File: src/ivr_consts.vh
// constants for the interrupt vector resolver
`ifndef IVR_CONSTS_VH
`define IVR_CONSTS_VH
// ==========================================
// newer device: 2-byte vector table
`define IVR_VEC_ENTRY_BYTES 2
`define IVR_VEC_RESET 16'h0000
`define IVR_VEC_WDT 16'h0004
`define IVR_VEC_LVI 16'h0006
`define IVR_VEC_PIN0 16'h0008
`define IVR_VEC_SER2_TX 16'h0014
`define IVR_VEC_SER2_RX 16'h0016
`define IVR_VEC_SER2_ERR 16'h0018
`define IVR_VEC_SER0_TX 16'h001E
`define IVR_VEC_SER0_RX 16'h0020
`define IVR_VEC_SER0_ERR 16'h0022
`define IVR_REGION_TOP 20'h0FFFF
`define IVR_PRIO_LOWEST 6'h2C
// source index = default priority, 0..13 modelled
`define IVR_NSRC 14
// ==========================================
// older device: relocatable 4-byte table
`define IVR_REL_ENTRY_BYTES 4
`define IVR_REL_TABLE_BYTES 256
`define IVR_SWN_TIMER_A 6'h16
`define IVR_SWN_TIMER_B 6'h18
`define IVR_SWN_EXT1 6'h19
`define IVR_SWN_EXT3 6'h1A
`define IVR_SWN_SSU_IIC 6'h0F
`define IVR_SWN_VMON1 6'h32
`define IVR_SWN_VMON2 6'h33
`define IVR_SWN_NOMASK_LO 6'h20
`define IVR_SWN_NOMASK_HI 6'h29
`endif

File: src/ivr_prio_enc.v
// fixed-priority encoder: lowest index wins
`timescale 1ns/1ps
module ivr_prio_enc #(
  parameter N = 14,
  parameter W = 6
) (
  // request vector
  input wire [N-1:0] i_req,
  // result
  output reg o_any,
  output reg [W-1:0] o_idx
);
  integer k;
  // ==========================================
  // search from the top down so index 0 is taken last and wins
  always @* begin
    o_any = 1'b0;
    o_idx = {W{1'b0}};
    for (k = N - 1; k >= 0; k = k - 1) begin
      if (i_req[k]) begin
        o_any = 1'b1;
        o_idx = k[W-1:0];
      end
    end
  end
endmodule // ivr_prio_enc

File: src/ivr_resolver.v
// interrupt vector resolver for the newer and older table formats
// Function
// - newer device vector entries are two bytes
// - branch target lies within lowest 64 KB
// - priority 0 highest, 44 lowest, smallest served
// - acknowledge presents the source vector location
// - watchdog interval: priority 0, vector 0004H
// - pin edges 0-5: priorities 2-7, 0008H-0012H
// - serial2 transmit group: priority 8, 0014H
// - serial2 receive group: priority 9, 0016H
// - serial2 error, timer11 upper: priority 10, 0018H
// - serial0 tx 11 at 001EH, rx 12 0020H
// - serial0 error, timer1 upper: priority 13, 0022H
// - older entry offset is four times number
// - timer B 24, ext1 25, ext3 26
// - numbers 32 to 41 ignore enable flag
// - shared serial entry attributed by select bit
// - voltage monitors use 50/51 only maskable
// - relocatable table spans 256 bytes from base
// - all reset sources share vector 0000H
`timescale 1ns/1ps
`include "ivr_consts.vh"
module ivr_resolver #(
  parameter AW = 20
) (
  // clock and reset
  input wire i_ref_clk,
  input wire i_resetn,
  // newer device request lines
  input wire i_watchdog_interval_irq,
  input wire i_voltage_detect_irq,
  input wire [5:0] i_pin_edge_irq,
  input wire i_serial2_tx_end_irq,
  input wire i_serial2_clocked_tx_irq,
  input wire i_serial2_simple_i2c_irq,
  input wire i_serial2_rx_end_irq,
  input wire i_serial2_rx_error_irq,
  input wire i_timer11_upper_half_irq,
  input wire i_serial0_tx_end_irq,
  input wire i_serial0_rx_end_irq,
  input wire i_serial0_rx_error_irq,
  input wire i_timer1_upper_half_irq,
  input wire i_reset_source,
  // newer device cpu handshake
  input wire i_cpu_ack,
  input wire [15:0] i_vec_entry_data,
  // older device request side
  input wire i_rel_req,
  input wire [5:0] i_rel_swnum,
  input wire i_global_irq_enable,
  input wire i_serial_unit_select_bit,
  input wire i_vmon_maskable,
  input wire [AW-1:0] i_table_base_register,
  input wire i_rel_ack,
  // newer device outputs
  output wire o_irq_pending,
  output reg [5:0] o_pend_prio,
  output reg [15:0] o_vec_loc,
  output reg o_vec_valid,
  output reg [19:0] o_branch_target,
  output reg o_reset_vec,
  // older device outputs
  output wire o_rel_pending,
  output reg [AW-1:0] o_rel_entry_addr,
  output reg o_rel_valid,
  output reg o_rel_is_iic,
  output reg o_rel_refused
);
  // ==========================================
  // source vector by default priority
  localparam NS = `IVR_NSRC;

  // vector location of each modelled priority level, two bytes apart except the six-byte step from 0018H to 001EH
  function [15:0] prio_to_vec;
    input [5:0] p;
    begin
      case (p)
        6'h00: prio_to_vec = `IVR_VEC_WDT;
        6'h01: prio_to_vec = `IVR_VEC_LVI;
        6'h02, 6'h03, 6'h04, 6'h05, 6'h06, 6'h07:
          prio_to_vec = `IVR_VEC_PIN0 + {9'h000, p - 6'h02, 1'b0};
        6'h08: prio_to_vec = `IVR_VEC_SER2_TX;
        6'h09: prio_to_vec = `IVR_VEC_SER2_RX;
        6'h0A: prio_to_vec = `IVR_VEC_SER2_ERR;
        6'h0B: prio_to_vec = `IVR_VEC_SER0_TX;
        6'h0C: prio_to_vec = `IVR_VEC_SER0_RX;
        6'h0D: prio_to_vec = `IVR_VEC_SER0_ERR;
        default: prio_to_vec = `IVR_VEC_RESET;
      endcase
    end
  endfunction

  // numbers 32..41 ignore the global enable
  function is_nomask;
    input [5:0] n;
    begin
      is_nomask = (n >= `IVR_SWN_NOMASK_LO) && (n <= `IVR_SWN_NOMASK_HI);
    end
  endfunction

  // ==========================================
  // request vector, index = default priority
  // shared sources merge into one line; software reads the flags to tell them apart
  wire [NS-1:0] req;
  assign req[0] = i_watchdog_interval_irq;
  assign req[1] = i_voltage_detect_irq;
  assign req[7:2] = i_pin_edge_irq;
  assign req[8] = i_serial2_tx_end_irq | i_serial2_clocked_tx_irq |
    i_serial2_simple_i2c_irq;
  assign req[9] = i_serial2_rx_end_irq;
  assign req[10] = i_serial2_rx_error_irq | i_timer11_upper_half_irq;
  assign req[11] = i_serial0_tx_end_irq;
  assign req[12] = i_serial0_rx_end_irq;
  assign req[13] = i_serial0_rx_error_irq | i_timer1_upper_half_irq;

  wire win_any;
  wire [5:0] win_idx;
  ivr_prio_enc #(
    .N(NS),
    .W(6)
  ) u_enc (
    .i_req(req),
    .o_any(win_any),
    .o_idx(win_idx)
  );

  assign o_irq_pending = win_any | i_reset_source;

  // ==========================================
  // newer device: latch vector on acknowledge
  always @(posedge i_ref_clk or negedge i_resetn) begin
    if (!i_resetn) begin
      o_pend_prio <= `IVR_PRIO_LOWEST;
      o_vec_loc <= 16'h0000;
      o_vec_valid <= 1'b0;
      o_reset_vec <= 1'b0;
    end else begin
      o_vec_valid <= 1'b0;
      o_pend_prio <= win_any ? win_idx : `IVR_PRIO_LOWEST;
      if (i_cpu_ack && o_irq_pending) begin
        o_vec_valid <= 1'b1;
        // a reset source outranks every maskable request
        if (i_reset_source) begin
          o_vec_loc <= `IVR_VEC_RESET;
          o_reset_vec <= 1'b1;
        end else begin
          o_vec_loc <= prio_to_vec(win_idx);
          o_reset_vec <= 1'b0;
        end
      end
    end
  end

  // branch target: stored 16-bit entry placed in the lowest 64 KB
  always @(posedge i_ref_clk or negedge i_resetn) begin
    if (!i_resetn) begin
      o_branch_target <= 20'h00000;
    end else if (o_vec_valid) begin
      o_branch_target <= {4'h0, i_vec_entry_data} & `IVR_REGION_TOP;
    end
  end

  // ==========================================
  // older device: relocatable table lookup
  // reserved numbers still map; software must not raise them
  wire rel_vmon = (i_rel_swnum == `IVR_SWN_VMON1) || (i_rel_swnum == `IVR_SWN_VMON2);
  wire rel_take = i_rel_req && (i_global_irq_enable || is_nomask(i_rel_swnum)) &&
    !(rel_vmon && !i_vmon_maskable);
  wire [7:0] rel_off = {i_rel_swnum, 2'b00};
  assign o_rel_pending = rel_take;

  always @(posedge i_ref_clk or negedge i_resetn) begin
    if (!i_resetn) begin
      o_rel_entry_addr <= {AW{1'b0}};
      o_rel_valid <= 1'b0;
      o_rel_is_iic <= 1'b0;
      o_rel_refused <= 1'b0;
    end else begin
      o_rel_valid <= 1'b0;
      o_rel_refused <= 1'b0;
      if (i_rel_ack && i_rel_req) begin
        if (rel_take) begin
          o_rel_valid <= 1'b1;
          // the 8-bit offset keeps every entry inside the 256-byte table
          o_rel_entry_addr <= i_table_base_register + {{(AW-8){1'b0}}, rel_off};
          o_rel_is_iic <= (i_rel_swnum == `IVR_SWN_SSU_IIC) &&
            i_serial_unit_select_bit;
        end else begin
          o_rel_refused <= 1'b1;
        end
      end
    end
  end
endmodule // ivr_resolver

File: config.mk
export PLATFORM = sky130hd
export DESIGN_NAME = ivr_resolver
export DESIGN_NICKNAME = d
export VERILOG_FILES = /design/src/ivr_prio_enc.v /design/src/ivr_resolver.v
export VERILOG_INCLUDE_DIRS = /design/src
export SDC_FILE = /design/constraint.sdc
export NUM_CORES = 1
export LEC_CHECK = 0
export BUFFER_PORTS_ARGS = -buffer_cell sky130_fd_sc_hd__buf_2
export CAP_MARGIN = 20
export CELL_PAD_IN_SITES_DETAIL_PLACEMENT = 1
export CELL_PAD_IN_SITES_GLOBAL_PLACEMENT = 2
export CORE_MARGIN = 1.5
export CORE_UTILIZATION = 28
export CTS_BUF_LIST = sky130_fd_sc_hd__clkbuf_4 sky130_fd_sc_hd__clkbuf_8
export CTS_CLUSTER_SIZE = 16
export DETAILED_ROUTE_END_ITERATION = 16
export PLACE_DENSITY_LB_ADDON = 0.1
export RECOVER_POWER = 25
export SLEW_MARGIN = 5
export SYNTH_ARGS = -nofsm -noshare
export SYNTH_HDL_FRONTEND = slang
export SYNTH_SLANG_ARGS = --single-unit
File: constraint.sdc
create_clock -name i_ref_clk -period 3 [get_ports i_ref_clk]
set_clock_uncertainty 0.15 [all_clocks]
set_input_delay 0.6 -clock i_ref_clk [delete_from_list [all_inputs] [get_ports i_ref_clk]]
set_output_delay 0.6 -clock i_ref_clk [all_outputs]
set_load 0.05 [all_outputs]
* After elaboration in Yosys (flattened, before gate mapping) *
Index checks and enable logic that the tools add are counted.

word-level totals
  word-level logic and storage cells = 86
  output and inout bits = 69
  bits of input ports = 69
  register bits after elaboration = 63

cells by class
  reductions and logical operators = 14
  equal/unequal tests = 16
  $lt $le $gt $ge = 2
  bitwise logic cells = 5
  add/subtract/negate cells = 3
  mux-type cells = 37

operators with widths
  kind                                               number
  case mux 8 bit (9 select lines)                    1
  2-to-1 mux 4 bit                                   14
  == test 6 x 4 -> 1 bit (second input constant)     7
  == test 6 x 3 -> 1 bit (second input constant)     4
  adder 20 x 8 -> 20 bit                             1
  2-to-1 mux 1 bit                                   20
  == test 6 x 2 -> 1 bit (second input constant)     2
  == test 6 bit (second input constant)              2
  adder 4 x 7 -> 8 bit (first input constant)        1
  2-to-1 mux 8 bit                                   1
  logical AND 1 bit                                  7
  == test 6 x 1 -> 1 bit (second input constant)     1
  >= comparator 6 bit (second input constant)        1
  <= comparator 6 bit (second input constant)        1
  zero test 6 bit                                    1
  2-to-1 mux 6 bit                                   1
  OR reduction 6 bit                                 1
  subtractor 6 x 2 -> 6 bit (second input constant)  1
  bitwise OR 1 bit                                   5
  zero test 1 bit                                    2
  logical OR 1 bit                                   2
  AND reduction 2 bit                                1

* Logic depth before layout (Yosys ltp) *
Gate-level depths: netlist of the first run.

  depth after elaboration = 19
  mapped depth = 9
  mapped depth without buffers = 9

* Hierarchy *
Synthesis of the first run repeated with hierarchy kept, for this count alone.

second synthesis, totals
  cell total of the unflattened synthesis = 261
  area total of the unflattened synthesis = 2931.6 sq um

modules (own cells, without submodules)
  module        area each (sq um)  instances  cells an instance  sequential area each (sq um)
  ivr_resolver  2743.9             1          232                1355.0
  ivr_prio_enc  187.7              1          29                 0.0

* Least setup slack after synthesis of the first run *
No wires, ideal clock.

  path type = input to output
  from = in i_serial2_clocked_tx_irq
  to = out o_irq_pending
  arrival = 1.932 ns
  slack = 0.318 ns
  required time = 2.250 ns
  path buffers = 0
  cell stages on the path = 4
  path through = nor4_2 -> nand2_1 -> or3_1 -> or2_2

on the way
  word-level cells in the longest chain between the ends = 12

ends and longest elaborated chain
  item                            RTL line            text
  from (decl)                     ivr_resolver.v:34   input wire i_serial2_clocked_tx_irq,
  bitwise OR 1 bit (2 in series)  ivr_resolver.v:108  assign req[8] = i_serial2_tx_end_irq | i_serial2_clocked_tx_irq |
  2-to-1 mux 1 bit (9 in series)  ivr_prio_enc.v:20   if (i_req[k]) begin
  bitwise OR 1 bit                ivr_resolver.v:127  assign o_irq_pending = win_any | i_reset_source;
  to (decl)                       ivr_resolver.v:56   output wire o_irq_pending,

Every way passes these cells.

* Worst setup path in the final report of the first run *
  from = in i_pin_edge_irq[5]
  to = out o_irq_pending

on the way
  word-level cells in the longest chain between the ends = 9

ends and longest elaborated chain
  item                            RTL line            text
  from (decl)                     ivr_resolver.v:32   input wire [5:0] i_pin_edge_irq,
  2-to-1 mux 1 bit (8 in series)  ivr_prio_enc.v:20
  bitwise OR 1 bit                ivr_resolver.v:127

Every way passes these cells.

==> results of run 1 <==
state kept, by name, summed over array words and instances (netlist names), 5 cells and up:
signal and cells:
o_pend_prio 5, o_rel_entry_addr 20, o_branch_target 16, o_vec_loc 7
per-stage QoR:
stage | worst slack (ns) | hold slack (ns)
floorplan | 0.318 | 0.154
global placement | 0.117 | 0.305
detailed placement | 0.0842 | 0.320
CTS | 0.0989 | 0.0657
global route | 0.00961 | 0.328
finish | 0.131 | 0.278
synthesized netlist by cell type, drive strengths merged (4+ instances only):
| cell | count | area share, % |
|---|---|---|
| dfrtp | 50 | 43 |
| nand2 | 40 | 5.3 |
| buf | 19 | 5.7 |
| o21ai | 19 | 3.3 |
| mux2 | 17 | 6.6 |
| nor2 | 15 | 1.9 |
| inv | 14 | 2.0 |
| nand3 | 11 | 1.9 |
| ha | 8 | 3.4 |
| a21oi | 6 | 1.0 |
| o211ai | 6 | 2.1 |
| or4 | 6 | 1.6 |
| a31oi | 5 | 1.1 |
| nand4 | 5 | 1.1 |
| or3 | 5 | 1.1 |
| xor2 | 5 | 1.5 |
| and2 | 4 | 0.86 |
| nand2b | 4 | 0.86 |
layout by cell type, fill, tap and decap left out, drive strengths merged, types with 8 or more instances in the layout:
cell	n
buf	130
nand3	11
inv	16
nor2	15
ha	8
dfrtp	50
conb	14
nand2	40
mux2	17
o21ai	19
clkbuf	8
where the power goes:
group | leakage [nW] | switching (mW) | internal [mW]
combinational | 1.17 | 0.556 | 0.189
clock | 0.0452 | 0.257 | 0.171
sequential | 0.649 | 0.0453 | 0.802
worst register-to-register path, stage by stage (launching register included):
cell     delay [ns]
dfrtp_1        0.33
buf_4          0.23
mux2_2         0.38
layout make-up:
cell class | count | area share (%)
tap | 133 | 4.45
clock buffer | 5 | 1.84
sequential | 53 | 35.6
timing repair buffer | 133 | 18.6
multi-input combinational | 211 | 37.3
clock inverter | 3 | 0.670
inverter | 14 | 1.54
per-layer routing:
metal	share of wire [%]	wire length, um	vias to the layer above	GRT usage, %
li1	-	-	1255	-
met1	47	3610	1201	18.9
met2	47	3610	90	23.9
met3	5.2	401	8	2.18
met4	1.2	95	0	4.50
met5	0	0	-	0
how the worst max path moves through the flow:
| stage | slack, ns | depth (start not counted) | end |
|---|---|---|---|
| final | 0.13 | 6 | o_irq_pending |
| after global routing | 0.01 | 6 | o_irq_pending |
| after CTS | 0.1 | 6 | o_irq_pending |
| after detailed placement | 0.08 | 10 | o_vec_loc[5] |
| after global placement | 0.12 | 6 | o_irq_pending |
| after floorplan | 0.32 | 4 | o_irq_pending |
cells by family after synthesis:
family	after synthesis	synth area share [%]
mux	17	6.59
simple gates	106	18.7
compound gates	58	14.4
fa+ha+maj	9	4.14
other cells	1	0.129
xor+xnor	7	2.11
buf+inv	36	8.10
flops	53	45.8
==> results.py, run 1 <==
metrics = {
    "run_status": {
        "outcome": "completed",
    },
    "logic_synthesis": {
        "async_flop_share_pct": 100,
        "synth.distinct_cells": 54,
        "synth_seq_cells": 53,
        "synth_edf_count": 0,
        "netlist_area_sq_mm": 0.00290,
        "syn_inst": 287,
        "ys_warn_count": 0,
        "ys_seq_area_share_pct": 45.8,
        "synth-main-ff-cell": "dfrtp_1",
        "syn_avg_cell_area_sq_um": 10.1,
    },
    "worst_setup_path": {
        "crit_path_max_incr_delay_ns": 0.42,
        "arrival_ns": 2.12,
        "crit_top_cell": "buf_2",
        "start_kind": "primary input",
        "crit_type": "primary input to primary output",
        "r2r_start": "o_vec_valid",
        "rr_endpoint": "o_branch_target[8]",
        "rr_worst_depth": 2,
        "slowest_stage": "nor4_1",
        "cp-end-kind": "primary output",
        "crit_chain": "buf_2 -> nor4_1 -> nand2_2 -> or3_1 -> or2_2 -> buf_2",
        "regToRegSetupSlack_ns": 1.81,
        "worstPathRequired_ns": 2.25,
        "worstPathMaxFanout": 4,
        "crit_buf_inv": 2,
        "crit_start": "i_pin_edge_irq[5]",
        "cp_top_family": "simple AND/OR/NAND/NOR gates",
    },
    "floorplan": {
        "io_pins": 138,
        "die_h_um": 105,
        "core_area_sq_mm": 0.00991,
        "initial_utilization_pct": 29.3,
        "row_count": 36,
        "die_width_um": 105,
        "die_area_sq_mm": 0.0110,
    },
    "cts": {
        "clock_latency_ns": 0.30,
        "cts_htree_levels": 2,
        "cts_sinks": 53,
        "cts_tree": "yes",
        "ctsHoldBuffers": 0,
        "cts_setup_buffers": 0,
        "clockBufferDepth": 2,
        "root_buffer": "clkbuf_8",
        "numCtsBuffers": 5,
        "clkTransAtPathRegs_ns": 0.10,
        "cts_resized": 0,
    },
    "run": {
        "drv_cap": 0,
    },
    "power": {
        "power_density_mw_per_mm2": 541,
        "peakVddDrop_mv": 0.223,
        "power.leakage_nw": 1.87,
        "finalPower_mw": 2.02,
    },
    "finish": {
        "area_growth_pct": 28.7,
        "nNetsFinal": 496,
        "drive_above_1_share_pct": 40.3,
        "multi_input_area_sq_mm": 0.00140,
        "regArea_sq_mm": 0.00133,
        "utilization_pct": 37.7,
        "fin_cells": 552,
        "final_cell_area_sq_mm": 0.00374,
        "antenna-diode-count": 0,
        "fill_cells": 1218,
    },
    "timing": {
        "setup_violations": 0,
        "hold_viol_final": 0,
        "rsz0062_at_grt": "false",
        "slew_headroom_pct": 16.3,
        "finalSetupTns_ns": 0,
        "worst_slew_pin_slew_ns": 1.25,
        "min_period_over_period_pct": 95.6,
        "fmax_ghz": 0.349,
        "fin_crit_ns": 2.87,
        "slew_viol_final": 0,
    },
    "place": {
        "dpl.hpwl_mm": 6.30,
        "place_congestion": 0.736,
        "port_buffers": 123,
        "place_inst": 544,
        "placed_area_sq_mm": 0.00364,
    },
    "routing": {
        "viasPerCell": 4.63,
        "postRouteAntennaNets": 0,
        "wl_per_cell_um": 14.0,
        "routed_wl_mm": 7.72,
        "first_iter_violations": 59,
        "vias": 2554,
        "drt-pass1-iter-count": 4,
        "drc": 0,
    },
    "global_route": {
        "grt_antenna_before_repair": 0,
        "grt_max_degree": 26,
        "grt.total_usage_pct": 14.3,
        "grt_pass1_vias": 2569,
        "grt_pass1_wl_mm": 12.7,
        "grt-ovfl-total": 0,
    },
    "worst_hold_path": {
        "hold_class": "primary input to asynchronous set/reset pin",
    },
}
Power figures use the tool's default switching activity.
==> run 2: changes to the inputs <==
==> constraint.sdc (replaced) <==
create_clock -name i_ref_clk -period 3 [get_ports i_ref_clk]
set_clock_uncertainty 0.15 [all_clocks]
set_input_delay 0.3 -clock i_ref_clk [delete_from_list [all_inputs] [get_ports i_ref_clk]]
set_output_delay 0.3 -clock i_ref_clk [all_outputs]
set_load 0.05 [all_outputs]
==> run 2 against run 1 <==
- hold slack worse by 0.24 ns
- global-route usage rose by 0.11 points
- register-to-register slack got worse by 0.25 ns
- non-clock buffer count down 6
- critical path depth unchanged
- final cell count is 1.1% lower
- final area down 2.3%
- combinational power decreased by 2%
- setup slack better by 0.32 ns
- routed wire length is 0.19% higher
- power fell by 1.2%
- clock-buffer cell count did not move
- critical path type unchanged
- highest routed layer unchanged
==> results.py, run 2 (same netlist as run 1, synthesis figures left out) <==
metrics = {
    "worst_setup_path": {
        "crit_start": "i_serial2_clocked_tx_irq",
        "crit_type": "primary input to primary output",
        "crit_chain": "buf_2 -> nor4_1 -> nand2_1 -> or3_1 -> or2_2 -> buf_2",
        "worstPathMaxFanout": 5,
        "r2r_start": "o_vec_valid",
        "slowest_stage": "or3_1",
        "arrival_ns": 2.10,
        "regToRegSetupSlack_ns": 1.56,
        "rr_worst_depth": 1,
        "start_kind": "primary input",
        "cp-end-kind": "primary output",
        "rr_endpoint": "o_branch_target[2]",
        "crit_top_cell": "buf_2",
        "crit_path_end": "o_irq_pending",
        "crit_path_max_incr_delay_ns": 0.49,
        "worstPathRequired_ns": 2.55,
    },
    "finish": {
        "multi_input_area_sq_mm": 0.00138,
        "largest_reg_flops": 20,
        "fill_cells": 1190,
        "layout_commonest_cell": "buf_2",
        "drive_above_1_share_pct": 35.4,
        "largest-register": "o_rel_entry_addr",
        "final_cell_mix": "buf_2, dfrtp_1, nand2_1",
        "area_growth_pct": 25.7,
        "antenna-diode-count": 0,
        "nNetsFinal": 490,
        "regArea_sq_mm": 0.00133,
        "top_regs": "o_rel_entry_addr x20, o_branch_target x16, o_vec_loc x7",
    },
    "place": {
        "port_buffers": 123,
        "place_congestion": 0.745,
        "place_ws_ns": 0.438,
        "dpl.hpwl_mm": 6.18,
    },
    "timing": {
        "min_period_over_period_pct": 85.0,
        "finalSetupTns_ns": 0,
        "fin_crit_ns": 2.55,
        "setup_violations": 0,
        "worst_slew_pin_slew_ns": 1.32,
        "layout_setup_ws_ns": 0.451,
        "slew_viol_final": 0,
        "hold_ws_ns": 0.0384,
        "rsz0062_at_grt": "false",
        "slew_headroom_pct": 12.3,
        "hold_viol_final": 0,
        "fmax_ghz": 0.392,
    },
    "global_route": {
        "grt_antenna_before_repair": 0,
        "grt-ovfl-total": 0,
        "grt_pass1_wl_mm": 12.8,
        "grt.total_usage_pct": 14.4,
        "grt_max_degree": 32,
        "grt_pass1_vias": 2550,
    },
    "routing": {
        "drc": 0,
        "viasPerCell": 4.64,
        "first_iter_violations": 59,
        "drt-pass1-iter-count": 4,
        "postRouteAntennaNets": 0,
        "wl_per_cell_um": 14.2,
        "vias": 2534,
        "routed_wl_mm": 7.73,
    },
    "floorplan": {
        "core_area_sq_mm": 0.00991,
        "row_count": 36,
        "die_width_um": 105,
        "io_pins": 138,
        "die_h_um": 105,
        "die_area_sq_mm": 0.0110,
        "initial_utilization_pct": 29.3,
    },
    "cts": {
        "numCtsBuffers": 5,
        "root_buffer": "clkbuf_8",
        "clock_latency_ns": 0.30,
        "cts_resized": 0,
        "clkTransAtPathRegs_ns": 0.09,
        "cts_htree_levels": 2,
        "cts_tree": "yes",
        "cts_sinks": 53,
        "clockBufferDepth": 2,
    },
    "run": {
        "drv_cap": 0,
    },
    "power": {
        "peakVddDrop_mv": 0.218,
        "power.leakage_nw": 1.79,
        "power_density_mw_per_mm2": 547,
        "finalPower_mw": 2.00,
    },
    "worst_hold_path": {
        "hold_class": "primary input to flop",
        "min-delay-start": "i_table_base_register[0]",
    },
    "run_status": {
        "outcome": "completed",
    },
}
run 2: final cells by class:
cell class	count	share of cell area (%)
well taps	133	4.56
clock buffers	5	1.89
inverters	14	1.58
repair buffers	127	17.2
flip-flops and latches	53	36.4
multi-input cells	211	37.7
clock inverters	3	0.617
run 2: worst min path at each step:
stage	endpoint	slack (ns)	cells past startpoint
floorplan	o_branch_target[0]	-0.15	0
global placement	o_pend_prio[0]	0.18	1
detailed placement	o_pend_prio[0]	0.17	1
CTS	o_rel_entry_addr[1]	0.03	3
global route	o_rel_entry_addr[0]	0.03	3
finish	o_rel_entry_addr[0]	0.04	3
run 2: metal layers:
metal	wire, um	track usage (%)
met1	3610	19.5
met2	3600	23.4
met3	425	2.62
met4	94	4.01
met5	0	0
run 2: through the flow:
step / cells / instance area [sq um] / utilization, %
after global placement: 537 / 3580 / 36.1
after detailed placement: 537 / 3580 / 36.1
after CTS: 546 / 3680 / 37.1
after floorplan: 300 / 2950 / -
after global routing: 546 / 3650 / 36.8
final: 546 / 3650 / 36.8
run 2: power by group:
group | switching [mW] | internal [mW] | leakage [nW]
clock network | 0.248 | 0.166 | 0.0481
logic | 0.550 | 0.179 | 1.09
registers | 0.0507 | 0.802 | 0.649
run 2: what timing repair did:
item	4_1_cts	5_1_grt
hold endpoints to repair	21	0
hold buffers	1	0
setup buffers	0	0
run 2: critical path, delay by kind of cell:
kind | cells | cell delay (ns)
and+or+nand+nor | 4 | 1.47
buffers and inverters | 2 | 0.31
